===== src/seq_state_pkg.sv =====
// Constants for the self-test sequencer state register block.
package seq_state_pkg;
	localparam int          PROG_LEN_DEFAULT   = 32;
	localparam int          DEPTH_WIDTH_DEF    = 5;
	localparam logic [7:0]  OFS_CTRL           = 8'h00;
	localparam logic [7:0]  OFS_PROG_COUNTER   = 8'h04;
	localparam logic [7:0]  OFS_READ_PIPELINE  = 8'h08;
	localparam logic [7:0]  OFS_LOW_BOUND      = 8'h0C;
	localparam logic [7:0]  OFS_IRQ_STATUS     = 8'h10;
	localparam logic [7:0]  OFS_IRQ_CLEAR      = 8'h14;
	localparam logic [7:0]  OFS_IRQ_ENABLE     = 8'h18;
	localparam int          CTRL_EXEC_BIT      = 0;
	localparam int          CTRL_STOP_BIT      = 1;
	localparam int          CTRL_LSP_LSB       = 8;
	localparam int          CTRL_PD_LSB        = 16;
	localparam int          CTRL_PDP_LSB       = 24;
	localparam int          FIELD_W            = 5;
	localparam int          STAT_FAULT_BIT     = 0;
	localparam int          STAT_LOOP_BIT      = 1;
	localparam int          STAT_W             = 2;
	localparam logic [31:0] RESET_WORD         = 32'h0000_0000;
	localparam logic [1:0]  STAT_RESET         = 2'h0;
endpackage


===== src/read_pipe_shift.sv =====
// Read pipeline shift register tracking reads in flight.
`timescale 1ns/1ns
`default_nettype none
module read_pipe_shift
	import seq_state_pkg::*;
#(
	parameter int DW = DEPTH_WIDTH_DEF
)
(
	input  wire logic                mclk_in,
	input  wire logic                nrst_in,
	input  wire logic                ce_in,
	input  wire logic                clear_in,
	input  wire logic                advance_in,
	input  wire logic                read_in,
	input  wire logic [DW-1:0]       depth_in,
	output logic      [(2**DW)-1:0]  pipe_out
);
	localparam int W = 2 ** DW;

	typedef struct packed
	{
		logic [W-1:0] pipe;
	} pipe_state_t;

	pipe_state_t       state_reg;
	pipe_state_t       state_next;
	logic    [W-1:0]   keep_mask;

	always_comb
	begin
		state_next = state_reg;
		keep_mask  = '0;
		for (int i = 0; i < W; i++)
		begin
			keep_mask[i] = (i <= int'(depth_in));
		end
		if (clear_in)
		begin
			state_next.pipe = '0;
		end
		else if (advance_in)
		begin
			// Shift and insert the new read marker in one step.
			state_next.pipe = {state_reg.pipe[W-2:0], read_in} & keep_mask;
		end
	end

	always_ff @(posedge mclk_in or negedge nrst_in)
	begin
		if (!nrst_in)
		begin
			state_reg <= '0;
		end
		else if (ce_in)
		begin
			state_reg <= state_next;
		end
	end

	assign pipe_out = state_reg.pipe;

	a_pipe_shift_left: assert property (@(posedge mclk_in) disable iff (!nrst_in)
		ce_in && advance_in && !clear_in && depth_in != '0
		|=> pipe_out[1] == $past(pipe_out[0]) && pipe_out[0] == $past(read_in))
		else $error("read pipeline did not shift left");
	a_pipe_upper_zero: assert property (@(posedge mclk_in) disable iff (!nrst_in)
		ce_in && advance_in |=> (pipe_out & ~$past(keep_mask)) == '0)
		else $error("read pipeline bits above depth not zero");
	a_pipe_start_clear: assert property (@(posedge mclk_in) disable iff (!nrst_in)
		ce_in && clear_in |=> pipe_out == '0)
		else $error("read pipeline not cleared at start");
	c_pipe_two_reads: cover property (@(posedge mclk_in) disable iff (!nrst_in)
		$countones(pipe_out) >= 2);
endmodule
`default_nettype wire


===== src/seq_state_regs.sv =====
// Sequencer state registers with APB access and an interrupt on a stop-on-fault halt or a finished loop.
//
// Added by the designer: the APB register port and the address map.
`timescale 1ns/1ns
`default_nettype none
module seq_state_regs
	import seq_state_pkg::*;
#(
	parameter int PROG_LEN = PROG_LEN_DEFAULT,
	parameter int DW       = DEPTH_WIDTH_DEF
)
(
	input  wire logic         mclk_in,
	input  wire logic         nrst_in,
	input  wire logic         ce_in,
	input  wire logic         psel_in,
	input  wire logic         penable_in,
	input  wire logic         pwrite_in,
	input  wire logic [7:0]   paddr_in,
	input  wire logic [31:0]  pwdata_in,
	output logic      [31:0]  prdata_out,
	output logic              pready_out,
	output logic              pslverr_out,
	input  wire logic         instr_exec_in,
	input  wire logic         instr_read_in,
	input  wire logic         instr_loop_in,
	input  wire logic         prot_path_in,
	input  wire logic         addr_mode_inc_in,
	input  wire logic [31:0]  cur_addr_in,
	input  wire logic         other_end_in,
	input  wire logic         mem_fault_in,
	input  wire logic         prot_fault_in,
	output logic              running_out,
	output logic      [$clog2(PROG_LEN)-1:0] prog_counter_out,
	output logic              irq_out
);
	localparam int PCW = $clog2(PROG_LEN);
	localparam int RW  = 2 ** DW;

	typedef struct packed
	{
		logic                program_execution_enable;
		logic                stop_on_fault;
		logic [PCW-1:0]      prog_counter;
		logic [PCW-1:0]      loop_start_pointer;
		logic [DW-1:0]       pipeline_depth;
		logic [DW-1:0]       protection_pipeline_depth;
		logic [31:0]         low_bound_addr;
		logic [STAT_W-1:0]   status;
		logic [STAT_W-1:0]   enable;
		logic                ready;
		logic                slverr;
		logic [31:0]         rdata;
		logic                irq;
	} regs_state_t;

	regs_state_t        state_reg;
	regs_state_t        state_next;
	logic    [RW-1:0]   pipe;
	logic               setup;
	logic               wr_access;
	logic               start;
	logic               step;
	logic               loop_end;
	logic    [DW-1:0]   depth;
	logic               fault_hit;
	logic               halt;
	logic    [STAT_W-1:0] set_bits;
	logic    [31:0]     read_word;
	logic               mapped;

	always_comb
	begin
		setup     = psel_in && !penable_in;
		wr_access = psel_in && penable_in && state_reg.ready && pwrite_in
			&& !state_reg.slverr;
		start     = wr_access && paddr_in == OFS_CTRL
			&& pwdata_in[CTRL_EXEC_BIT] && !state_reg.program_execution_enable;
		step      = state_reg.program_execution_enable && instr_exec_in;
		depth     = prot_path_in ? state_reg.protection_pipeline_depth
			: state_reg.pipeline_depth;
		// A compare result is only trusted once its read marker has reached
		// the depth bit, so a stray fault pulse cannot stop the test.
		fault_hit = (mem_fault_in || prot_fault_in) && pipe[depth];
		halt      = state_reg.program_execution_enable
			&& state_reg.stop_on_fault && fault_hit;
		loop_end  = addr_mode_inc_in ? (cur_addr_in == state_reg.low_bound_addr)
			: other_end_in;
	end

	always_comb
	begin
		mapped    = 1'b1;
		read_word = RESET_WORD;
		unique case (paddr_in)
			OFS_CTRL:
			begin
				read_word[CTRL_EXEC_BIT] = state_reg.program_execution_enable;
				read_word[CTRL_STOP_BIT] = state_reg.stop_on_fault;
				read_word[CTRL_LSP_LSB +: PCW] = state_reg.loop_start_pointer;
				read_word[CTRL_PD_LSB +: DW] = state_reg.pipeline_depth;
				read_word[CTRL_PDP_LSB +: DW] = state_reg.protection_pipeline_depth;
			end
			OFS_PROG_COUNTER:  read_word[PCW-1:0] = state_reg.prog_counter;
			OFS_READ_PIPELINE: read_word[RW-1:0] = pipe;
			OFS_LOW_BOUND:     read_word = state_reg.low_bound_addr;
			OFS_IRQ_STATUS:    read_word[STAT_W-1:0] = state_reg.status;
			OFS_IRQ_CLEAR:     read_word = RESET_WORD;
			OFS_IRQ_ENABLE:    read_word[STAT_W-1:0] = state_reg.enable;
			default:           mapped = 1'b0;
		endcase
	end

	always_comb
	begin
		state_next = state_reg;
		set_bits   = '0;
		state_next.ready  = setup;
		state_next.slverr = setup && !mapped;
		if (setup && !pwrite_in)
		begin
			state_next.rdata = read_word;
		end
		if (wr_access)
		begin
			unique case (paddr_in)
				OFS_CTRL:
				begin
					state_next.program_execution_enable = pwdata_in[CTRL_EXEC_BIT];
					state_next.stop_on_fault = pwdata_in[CTRL_STOP_BIT];
					state_next.loop_start_pointer = pwdata_in[CTRL_LSP_LSB +: PCW];
					state_next.pipeline_depth = pwdata_in[CTRL_PD_LSB +: DW];
					state_next.protection_pipeline_depth =
						pwdata_in[CTRL_PDP_LSB +: DW];
				end
				OFS_PROG_COUNTER:
					state_next.prog_counter = pwdata_in[PCW-1:0];
				OFS_LOW_BOUND:  state_next.low_bound_addr = pwdata_in;
				OFS_IRQ_CLEAR:  state_next.status = state_reg.status & ~pwdata_in[STAT_W-1:0];
				OFS_IRQ_ENABLE: state_next.enable = pwdata_in[STAT_W-1:0];
				default:        state_next.status = state_next.status;
			endcase
		end
		// Execution moves the counter; it takes priority over a software
		// write in the same cycle because the program is live.
		if (step && !halt)
		begin
			if (instr_loop_in && !loop_end)
			begin
				state_next.prog_counter = state_reg.loop_start_pointer;
			end
			else
			begin
				state_next.prog_counter = state_reg.prog_counter + 1'b1;
				set_bits[STAT_LOOP_BIT] = instr_loop_in;
			end
		end
		if (halt)
		begin
			// Halting drops the enable and sets the fault status; counter and pipeline hold.
			state_next.program_execution_enable = 1'b0;
			set_bits[STAT_FAULT_BIT] = 1'b1;
		end
		// An event in the clearing cycle still lands.
		state_next.status = state_next.status | set_bits;
		state_next.irq    = |(state_next.status & state_next.enable);
	end

	always_ff @(posedge mclk_in or negedge nrst_in)
	begin
		if (!nrst_in)
		begin
			state_reg <= '0;
		end
		else if (ce_in)
		begin
			state_reg <= state_next;
		end
	end

	read_pipe_shift #(
		.DW         (DW)
	) u_pipe (
		.mclk_in    (mclk_in),
		.nrst_in    (nrst_in),
		.ce_in      (ce_in),
		.clear_in   (start),
		.advance_in (state_reg.program_execution_enable && !halt),
		.read_in    (step && instr_read_in),
		.depth_in   (depth),
		.pipe_out   (pipe)
	);

	assign prdata_out       = state_reg.rdata;
	assign pready_out       = state_reg.ready;
	assign pslverr_out      = state_reg.slverr;
	assign running_out      = state_reg.program_execution_enable;
	assign prog_counter_out = state_reg.prog_counter;
	assign irq_out          = state_reg.irq;

	a_pc_step_inc: assert property (@(posedge mclk_in) disable iff (!nrst_in)
		ce_in && step && !fault_hit && !instr_loop_in
		|=> prog_counter_out == PCW'($past(prog_counter_out) + 1'b1))
		else $error("counter did not step after instruction");
	a_pc_loop_load: assert property (@(posedge mclk_in) disable iff (!nrst_in)
		ce_in && step && !fault_hit && instr_loop_in && !loop_end
		|=> prog_counter_out == $past(state_reg.loop_start_pointer))
		else $error("loop did not reload start pointer");
	a_pc_read_width: assert property (@(posedge mclk_in) disable iff (!nrst_in)
		ce_in && setup && !pwrite_in && paddr_in == OFS_PROG_COUNTER
		|=> prdata_out[31:PCW] == '0 && prdata_out[PCW-1:0] == $past(prog_counter_out))
		else $error("counter readback wrong");
	a_rpr_read_only: assert property (@(posedge mclk_in) disable iff (!nrst_in)
		ce_in && wr_access && paddr_in == OFS_READ_PIPELINE && !running_out
		|=> $stable(pipe))
		else $error("pipeline changed on software write");
	a_fault_halt_keep: assert property (@(posedge mclk_in) disable iff (!nrst_in)
		ce_in && running_out && fault_hit && state_reg.stop_on_fault
		|=> !running_out && $stable(prog_counter_out) && $stable(pipe)
		##1 !running_out)
		else $error("stop on fault did not halt and hold");
	a_fault_depth_bit: assert property (@(posedge mclk_in) disable iff (!nrst_in)
		ce_in && $rose(state_reg.status[STAT_FAULT_BIT])
		|-> $past(pipe[depth]))
		else $error("halt without marker at depth");
	a_loop_low_bound: assert property (@(posedge mclk_in) disable iff (!nrst_in)
		ce_in && step && !fault_hit && instr_loop_in && addr_mode_inc_in
		&& cur_addr_in == state_reg.low_bound_addr
		|=> prog_counter_out == PCW'($past(prog_counter_out) + 1'b1))
		else $error("loop end at low bound not honoured");
	a_irq_level: assert property (@(posedge mclk_in) disable iff (!nrst_in)
		irq_out == |(state_reg.status & state_reg.enable))
		else $error("interrupt not tied to enabled status");
	a_ce_freeze: assert property (
		@(posedge mclk_in) disable iff (!nrst_in)
		!ce_in |=> $stable(prog_counter_out) && $stable(running_out)
		&& $stable(pipe) && $stable(irq_out))
		else $error("state moved while clock enable low");
	a_idle_no_step: assert property (
		@(posedge mclk_in) disable iff (!nrst_in)
		ce_in && !running_out
		&& !(wr_access && paddr_in == OFS_PROG_COUNTER)
		|=> $stable(prog_counter_out))
		else $error("counter moved while not running");
	a_ready_answer: assert property (
		@(posedge mclk_in) disable iff (!nrst_in)
		ce_in && setup |=> pready_out)
		else $error("no ready in the access cycle");
	a_ready_pulse: assert property (
		@(posedge mclk_in) disable iff (!nrst_in)
		ce_in && pready_out && penable_in |=> !pready_out)
		else $error("ready held beyond one cycle");
	a_unmapped_err: assert property (
		@(posedge mclk_in) disable iff (!nrst_in)
		ce_in && setup && !mapped |=> pready_out && pslverr_out)
		else $error("unmapped access not flagged");
	a_start_clears: assert property (
		@(posedge mclk_in) disable iff (!nrst_in)
		ce_in && start |=> running_out && pipe == '0)
		else $error("start did not run with an empty pipeline");
	a_status_sticky: assert property (
		@(posedge mclk_in) disable iff (!nrst_in)
		ce_in && state_reg.status[STAT_FAULT_BIT]
		&& !(wr_access && paddr_in == OFS_IRQ_CLEAR)
		|=> state_reg.status[STAT_FAULT_BIT])
		else $error("fault status lost without a clear");
	a_low_bound_write: assert property (
		@(posedge mclk_in) disable iff (!nrst_in)
		ce_in && wr_access && paddr_in == OFS_LOW_BOUND
		|=> state_reg.low_bound_addr == $past(pwdata_in))
		else $error("low bound write did not land");
	a_pipe_view: assert property (
		@(posedge mclk_in) disable iff (!nrst_in)
		ce_in && setup && !pwrite_in && paddr_in == OFS_READ_PIPELINE
		|=> prdata_out[RW-1:0] == $past(pipe))
		else $error("pipeline readback wrong");
	a_loop_done_flag: assert property (
		@(posedge mclk_in) disable iff (!nrst_in)
		ce_in && step && !halt && instr_loop_in && loop_end
		|=> state_reg.status[STAT_LOOP_BIT])
		else $error("finished loop not flagged");
	c_loop_reload: cover property (@(posedge mclk_in) disable iff (!nrst_in)
		step && instr_loop_in && !loop_end);
	c_fault_halt: cover property (@(posedge mclk_in) disable iff (!nrst_in)
		running_out && fault_hit && state_reg.stop_on_fault);
	c_start_run: cover property (@(posedge mclk_in) disable iff (!nrst_in)
		start ##1 running_out ##1 step);
	c_fault_no_stop: cover property (@(posedge mclk_in) disable iff (!nrst_in)
		running_out && fault_hit && !state_reg.stop_on_fault);
endmodule
`default_nettype wire


===== config.mk =====
export PLATFORM = sky130hd
export DESIGN_NAME = seq_state_regs
export DESIGN_NICKNAME = d
export VERILOG_FILES = /design/src/seq_state_pkg.sv /design/src/read_pipe_shift.sv /design/src/seq_state_regs.sv
export SDC_FILE = /design/constraint.sdc
export NUM_CORES = 1
export LEC_CHECK = 0
export ABC_AREA = 1
export BUFFER_PORTS_ARGS = -buffer_cell sky130_fd_sc_hd__buf_4
export CORE_MARGIN = 8
export CORE_UTILIZATION = 55
export CTS_BUF_LIST = sky130_fd_sc_hd__clkbuf_16
export DETAILED_ROUTE_END_ITERATION = 7
export GPL_TIMING_DRIVEN = 0
export PLACE_DENSITY = 0.82
export SLEW_MARGIN = 25
export SYNTH_ARGS = -nofsm -noshare
export SYNTH_HDL_FRONTEND = slang
export SYNTH_SLANG_ARGS = --single-unit

===== constraint.sdc =====
create_clock -name mclk_in -period 5.2 [get_ports mclk_in]
set_input_delay 0 -clock mclk_in [delete_from_list [all_inputs] [get_ports mclk_in]]
set_output_delay 0 -clock mclk_in [all_outputs]
set_load 0.05 [all_outputs]

# ---- Word level (Yosys, flattened, before mapping)
# Index checks and enable logic that the tools add are counted.
dict set report totals {
  register_bits 125
  in_bits 86
}
dict set report classes {
  add_sub_neg 1
  n_lt_le_gt_ge 32
  eq_ne 7
  mux 29
  bitwise 5
  reduce_logical 40
}
# op n
set ops {}
lappend ops {{32-bit two-way mux} 3}
lappend ops {{5-bit <= comparator, first input constant} 16}
lappend ops {{58-bit two-way mux} 1}
lappend ops {{5-bit one-hot mux with 3 select lines} 3}
lappend ops {{4-bit by 5-bit <= comparator with 1-bit output, first input constant} 8}
lappend ops {{32-bit AND} 1}
lappend ops {{32-bit == test} 1}
lappend ops {{8-bit by 5-bit == test with 1-bit output, second input constant} 3}
lappend ops {{3-bit one-hot mux with 2 select lines} 4}
lappend ops {{3-bit by 5-bit <= comparator with 1-bit output, first input constant} 4}
lappend ops {{5-bit two-way mux} 4}
lappend ops {{1-bit logical AND} 18}
lappend ops {{8-bit by 4-bit == test with 1-bit output, second input constant} 2}
lappend ops {{15-bit two-way mux} 1}
lappend ops {{2-bit one-hot mux with 6 select lines} 1}
lappend ops {{3-bit AND reduction} 4}
lappend ops {{2-bit by 5-bit <= comparator with 1-bit output, first input constant} 2}
lappend ops {{2-bit nonzero test} 5}
lappend ops {{3-bit one-hot mux with 3 select lines} 1}
lappend ops {{8-bit by 3-bit == test with 1-bit output, second input constant} 1}
lappend ops {{8-bit zero test} 1}
lappend ops {{1-bit zero test} 7}
lappend ops {{1-bit two-way mux} 7}
lappend ops {{7-bit OR reduction} 1}
lappend ops {{11 further kinds} 15}

# ---- Depth between registers and ports, before layout
dict set report logic_depth {
  word_depth 11
  ltp_mapped 18
}

# ---- Modules after synthesis
# A second synthesis with hierarchy kept.
dict set report hier_totals {
  hier_cells 996
  area_unflattened_um2 7274.5
}
# mod instances cells_per_inst area_each_um2 seq_area_each_um2
set modules_own_cells {}
lappend modules_own_cells {seq_state_regs 1 809 5779.3 2327.2}
lappend modules_own_cells {read_pipe_shift 1 187 1495.2 800.8}

# ---- Least setup slack after synthesis
# OpenSTA, ideal clock, no wires.
dict set report synth_timing {
  path_kind {flip-flop to flip-flop}
  start {register state_reg (netlist bit pready_out)}
  end {register state_reg[44] (netlist bit)}
  setup_time_ps 125
  arrival_ps 1806
  required_time_ps 5075
  setup_slack_ps 3269
  path_stages_with_launch 8
  path_buffers 1
  period_less_slack_ps 1931
  cell_sequence {dfrtp_1 > nand2_1 > nor2_1 > nand3_1 > nor2_1 > nand2_2 > buf_2 > mux2_4}
}
dict set report synth_between {
  elab_chain_cells 4
}
# item line_no
set synth_lines {}
lappend synth_lines {{from (decl)} seq_state_regs.sv:57} ;# regs_state_t state_reg;
lappend synth_lines {{from (signal assigned)} seq_state_regs.sv:177} ;# state_reg <= state_next;
lappend synth_lines {{1-bit logical AND (2 in series)} seq_state_regs.sv:75} ;# wr_access = psel_in && penable_in && state_reg.ready && pwrite_in
lappend synth_lines {{1-bit logical AND} seq_state_regs.sv:76} ;# && !state_reg.slverr;
lappend synth_lines {{3-bit AND reduction (no line)} -}
# No other way between the ends.
# A chain may end at the register's enable or synchronous reset.

# ---- Final worst setup path
dict set report layout_timing {
  start {input port ce_in}
  end {register state_reg (netlist bit prdata_out[4])}
}
dict set report layout_between {
  elab_chain_cells 1
}
# item line_no
set layout_lines {}
lappend layout_lines {{from (decl)} seq_state_regs.sv:15} ;# input wire logic ce_in,
lappend layout_lines {{2-bit AND reduction (no line)} -}
# No other way between the ends.

==> run summary <==
Cells and area
• 1226 — final layout net count
• 29.4% — Syn-to-layout area delta
• 1032 — Fill cells
• 0 — antenna cell count
• 0.00323 sq mm — total area of multi-input combinational cells
• 0.00313 sq mm — sequential cell area
• 21.9% — fraction of layout instances using a drive strength above 1
• 52 — flip-flop count of the largest register, all copies and words added

Synthesis
• 125 — Seq cells post-synth
• 1039 — Net Count, Synth
• 15.1% — compound-cell area share of the yosys netlist
• 0 — Synth warnings
• 0.829% — mux cell area share after synthesis
• 26.5% — simple-gate share of the synthesized area
• 952 — Cells after Synth
• 7.61 sq um — average cell area after synthesis
• 2.06% — parity-gate share of the synthesized area counting xor and xnor cells
• 0.00724 sq mm — cell area after synthesis
• 43.2% — sequential cell area fraction in the yosys report
• simple AND/OR/NAND/NOR gates — main combinational cell family by area after synthesis
• 0.173% — synthesized-area fraction occupied by adder cells
• 49 — number of distinct library cells after synthesis

Placement
• 1.00 — Final GP Congestion
• 126 — number of port buffers
• 18600 um — Post-DP HPWL
• 2.94 ns — placement-stage worst setup slack

Clocking
• 4 — H-tree depth
• yes — CTS tree
• 0.42 ns — Skew-Pair Late Insertion Delay
• clkbuf_16 — clock root buffer
• 2 — number of buffers on the longest clock path
• 0 — number of buffers inserted by post-CTS setup repair
• 125 — clk sink count
• 0.05 ns — clock-pin transition on the worst setup and hold timing paths
• 0 — post-CTS resize count
• 17 — Inserted Clock Buffers

Timing
• 0.808 ns — Slew @ Worst Pin
• 0.00881 ns — Clock Skews
• 0 — pins over their slew limit
• 2.84 ns — final period demand of the worst path
• 0.352 GHz — fmax
• 0 — final setup fails
• 2.36 ns — post-route worst setup slack
• 45.7% — relative max-transition margin
• 0 ns — total negative slack for setup checks
• 54.7% — crit share post-route
• 0 — hold violation count in the final report
• false — RSZ-0062 raised after global routing

Critical path
• in2reg — classification of the worst setup path
• 5.47 ns — required time of the critical path
• flop — Worst setup EP type
• primary input — startpoint type of the worst setup path
• ce_in — Worst setup startpoint
• 3.12 ns — arrival time of the worst setup path
• pslverr_out — launch instance of the worst register-to-register path
• 10 — maximum fanout along the worst path

Die
• 0.0130 sq mm — Core ar.
• 42 — std cell rows
• 131 um — chip height
• 131 um — die extent in x
• 55.6% — effective utilization at floorplan
• 127 — count of pins on the block boundary
• 0.0171 sq mm — die area

GRT
• 7342 — via count of the first global-routing pass
• 85 — pin count of the biggest net entering global routing
• 30.7% — gr usage total
• 0 — initial antenna violation count
• 0 — sum of overflow across all layers after global routing
• 39500 um — wire length of the first global-routing pass

Flow run
• 0 — number of max-cap violations

Drt
• 25400 um — wire length reported by the detailed router
• 7 — first-pass iteration count of the detailed router
• 0 — residual antenna-violating net count after detailed routing
• 814 — violation count after the first detailed-route iteration
• 0 — DRC violation count after routing
• 19.1 um — DR WL/cell
• 5.61 — via count normalized by instance count
• 7438 — vias after detailed routing

Hold path
• in2async — Hold WC Path Type

Pwr
• 264 mW/mm^2 — P per Cell Area
• 0.224 mV — worst vdd ir
• 4.60 nW — Static Leak

Run status
• complete, no violations — run status

-- cell type report --
type | instances | share of cell area [%]
timing repair buffer | 168 | 14.9
buffer | 72 | 5.32
inverter | 101 | 4.07
clock buffer | 17 | 4.54
sequential | 125 | 33.4
clock inverter | 14 | 0.962
multi-input combinational | 654 | 34.5
tap | 176 | 2.35
-- worst paths after layout --
kind	cells past startpoint	to	slack [ns]
worst max register to register	7	u_pipe.pipe_out[15]	2.89
min in group mclk_in	6	prdata_out[18]	0.05
worst min register to register	2	prdata_out[24]	0.48
worst min-delay path	2	prdata_out[18]	0.05
worst max-delay path	12	prdata_out[4]	2.36
max in group asynchronous	3	state_reg[44]	4.43
-- through the flow --
step	total power, mW	std cells	utilization, %	hold slack [ns]	cell area [sq um]
after floorplan	1.25	952	-	-0.296	7240
after global placement	1.40	1254	64.5	0.233	8410
after detailed placement	1.40	1255	64.8	-0.0930	8440
after CTS	2.47	1327	71.9	0.0444	9370
after global routing	2.55	1327	71.9	0.0733	9370
final	2.48	1327	71.9	0.0525	9370
-- cell usage after synthesis, drive strengths merged --
cell type  number  share of area [%]
nand3b          1               0.10
nand2         285                 15
nand3          56                4.0
o21ai         103                7.8
a211oi          1               0.10
nor3            3               0.36
a41oi           1               0.12
a31oi           1              0.086
nor3b           1               0.10
nand4          10                1.1
o22ai          11               0.95
o31ai           2               0.21
a22o            2               0.24
xor2            4               0.48
o211ai          6               0.62
a32o            2               0.28
dfrtp         125                 43
buf            55                6.0
a21boi          1               0.10
a221oi         13                1.6
mux2            4               0.83
xnor2          13                1.6
clkbuf         17               0.88
o2111ai         5               0.60
o311ai          1               0.12
inv           100                5.2
clkinv          1              0.052
or2             9               0.78
ha              1               0.17
nor2           85                4.5
o211a           1               0.14
a21oi          31                2.1
nor4            1               0.17
-- worst max-delay path: stages --
cell and delay (ns):
dlygate4sd3_1 0.53, buf_4 0.15, inv_1 0.11, nor3_1 0.13, dlygate4sd3_1 0.60, inv_1 0.07
nor2_2 0.42, inv_1 0.11, clkbuf_1 0.29, clkbuf_1 0.40, nand2_1 0.18, o21ai_0 0.11
-- cell usage in the layout, fill, tap and decap left out, types with 3 or more instances in the layout --
cell,Yosys,final
xor2_1,4,4
clkbuf_1,17,17
xnor2_1,13,13
nand3_1,54,54
clkbuf_16,0,17
buf_6,8,8
o21ai_1,24,24
dlygate4sd3_1,0,41
inv_1,95,99
dfrtp_1,125,125
o22ai_1,11,11
nand2_1,275,275
a21oi_1,31,31
nand4_1,9,9
o21ai_2,14,14
buf_2,5,5
o21ai_0,65,65
or2_2,8,8
clkinv_2,0,3
mux2_4,4,4
o211ai_1,6,6
inv_2,4,4
a221oi_1,13,13
nand2_2,8,8
buf_4,40,165
o2111ai_1,5,5
clkinv_1,1,5
nor2_1,83,83
-- metal layers --
layer,wire length [um],track usage (%)
met5,0,0
met4,860,13.7
met3,2660,7.18
met2,11800,48.7
met1,10100,39.2
-- cells by family after synthesis --
group,count (synthesis)
adder cells (fa/ha/maj),1
XOR/XNOR,17
AO/OA/AOI/OAI,181
multiplexers,4
buffers and inverters,173
AND/OR/NAND/NOR,451
flip-flops,125
-- report_power, final --
part	leakage (nW)	total, mW	switching, mW	internal [mW]
clock network	0.263	1.06	0.423	0.635
registers	1.67	1.02	0.0201	1.00
logic	2.67	0.395	0.231	0.163
total	4.60	2.48	0.675	1.80
-- repair_timing --
item,CTS,global route
hold endpoints to repair,185,0
setup endpoints to repair,0,0
hold buffers,41,0
Note: power is estimated with default switching activity, not from simulation.
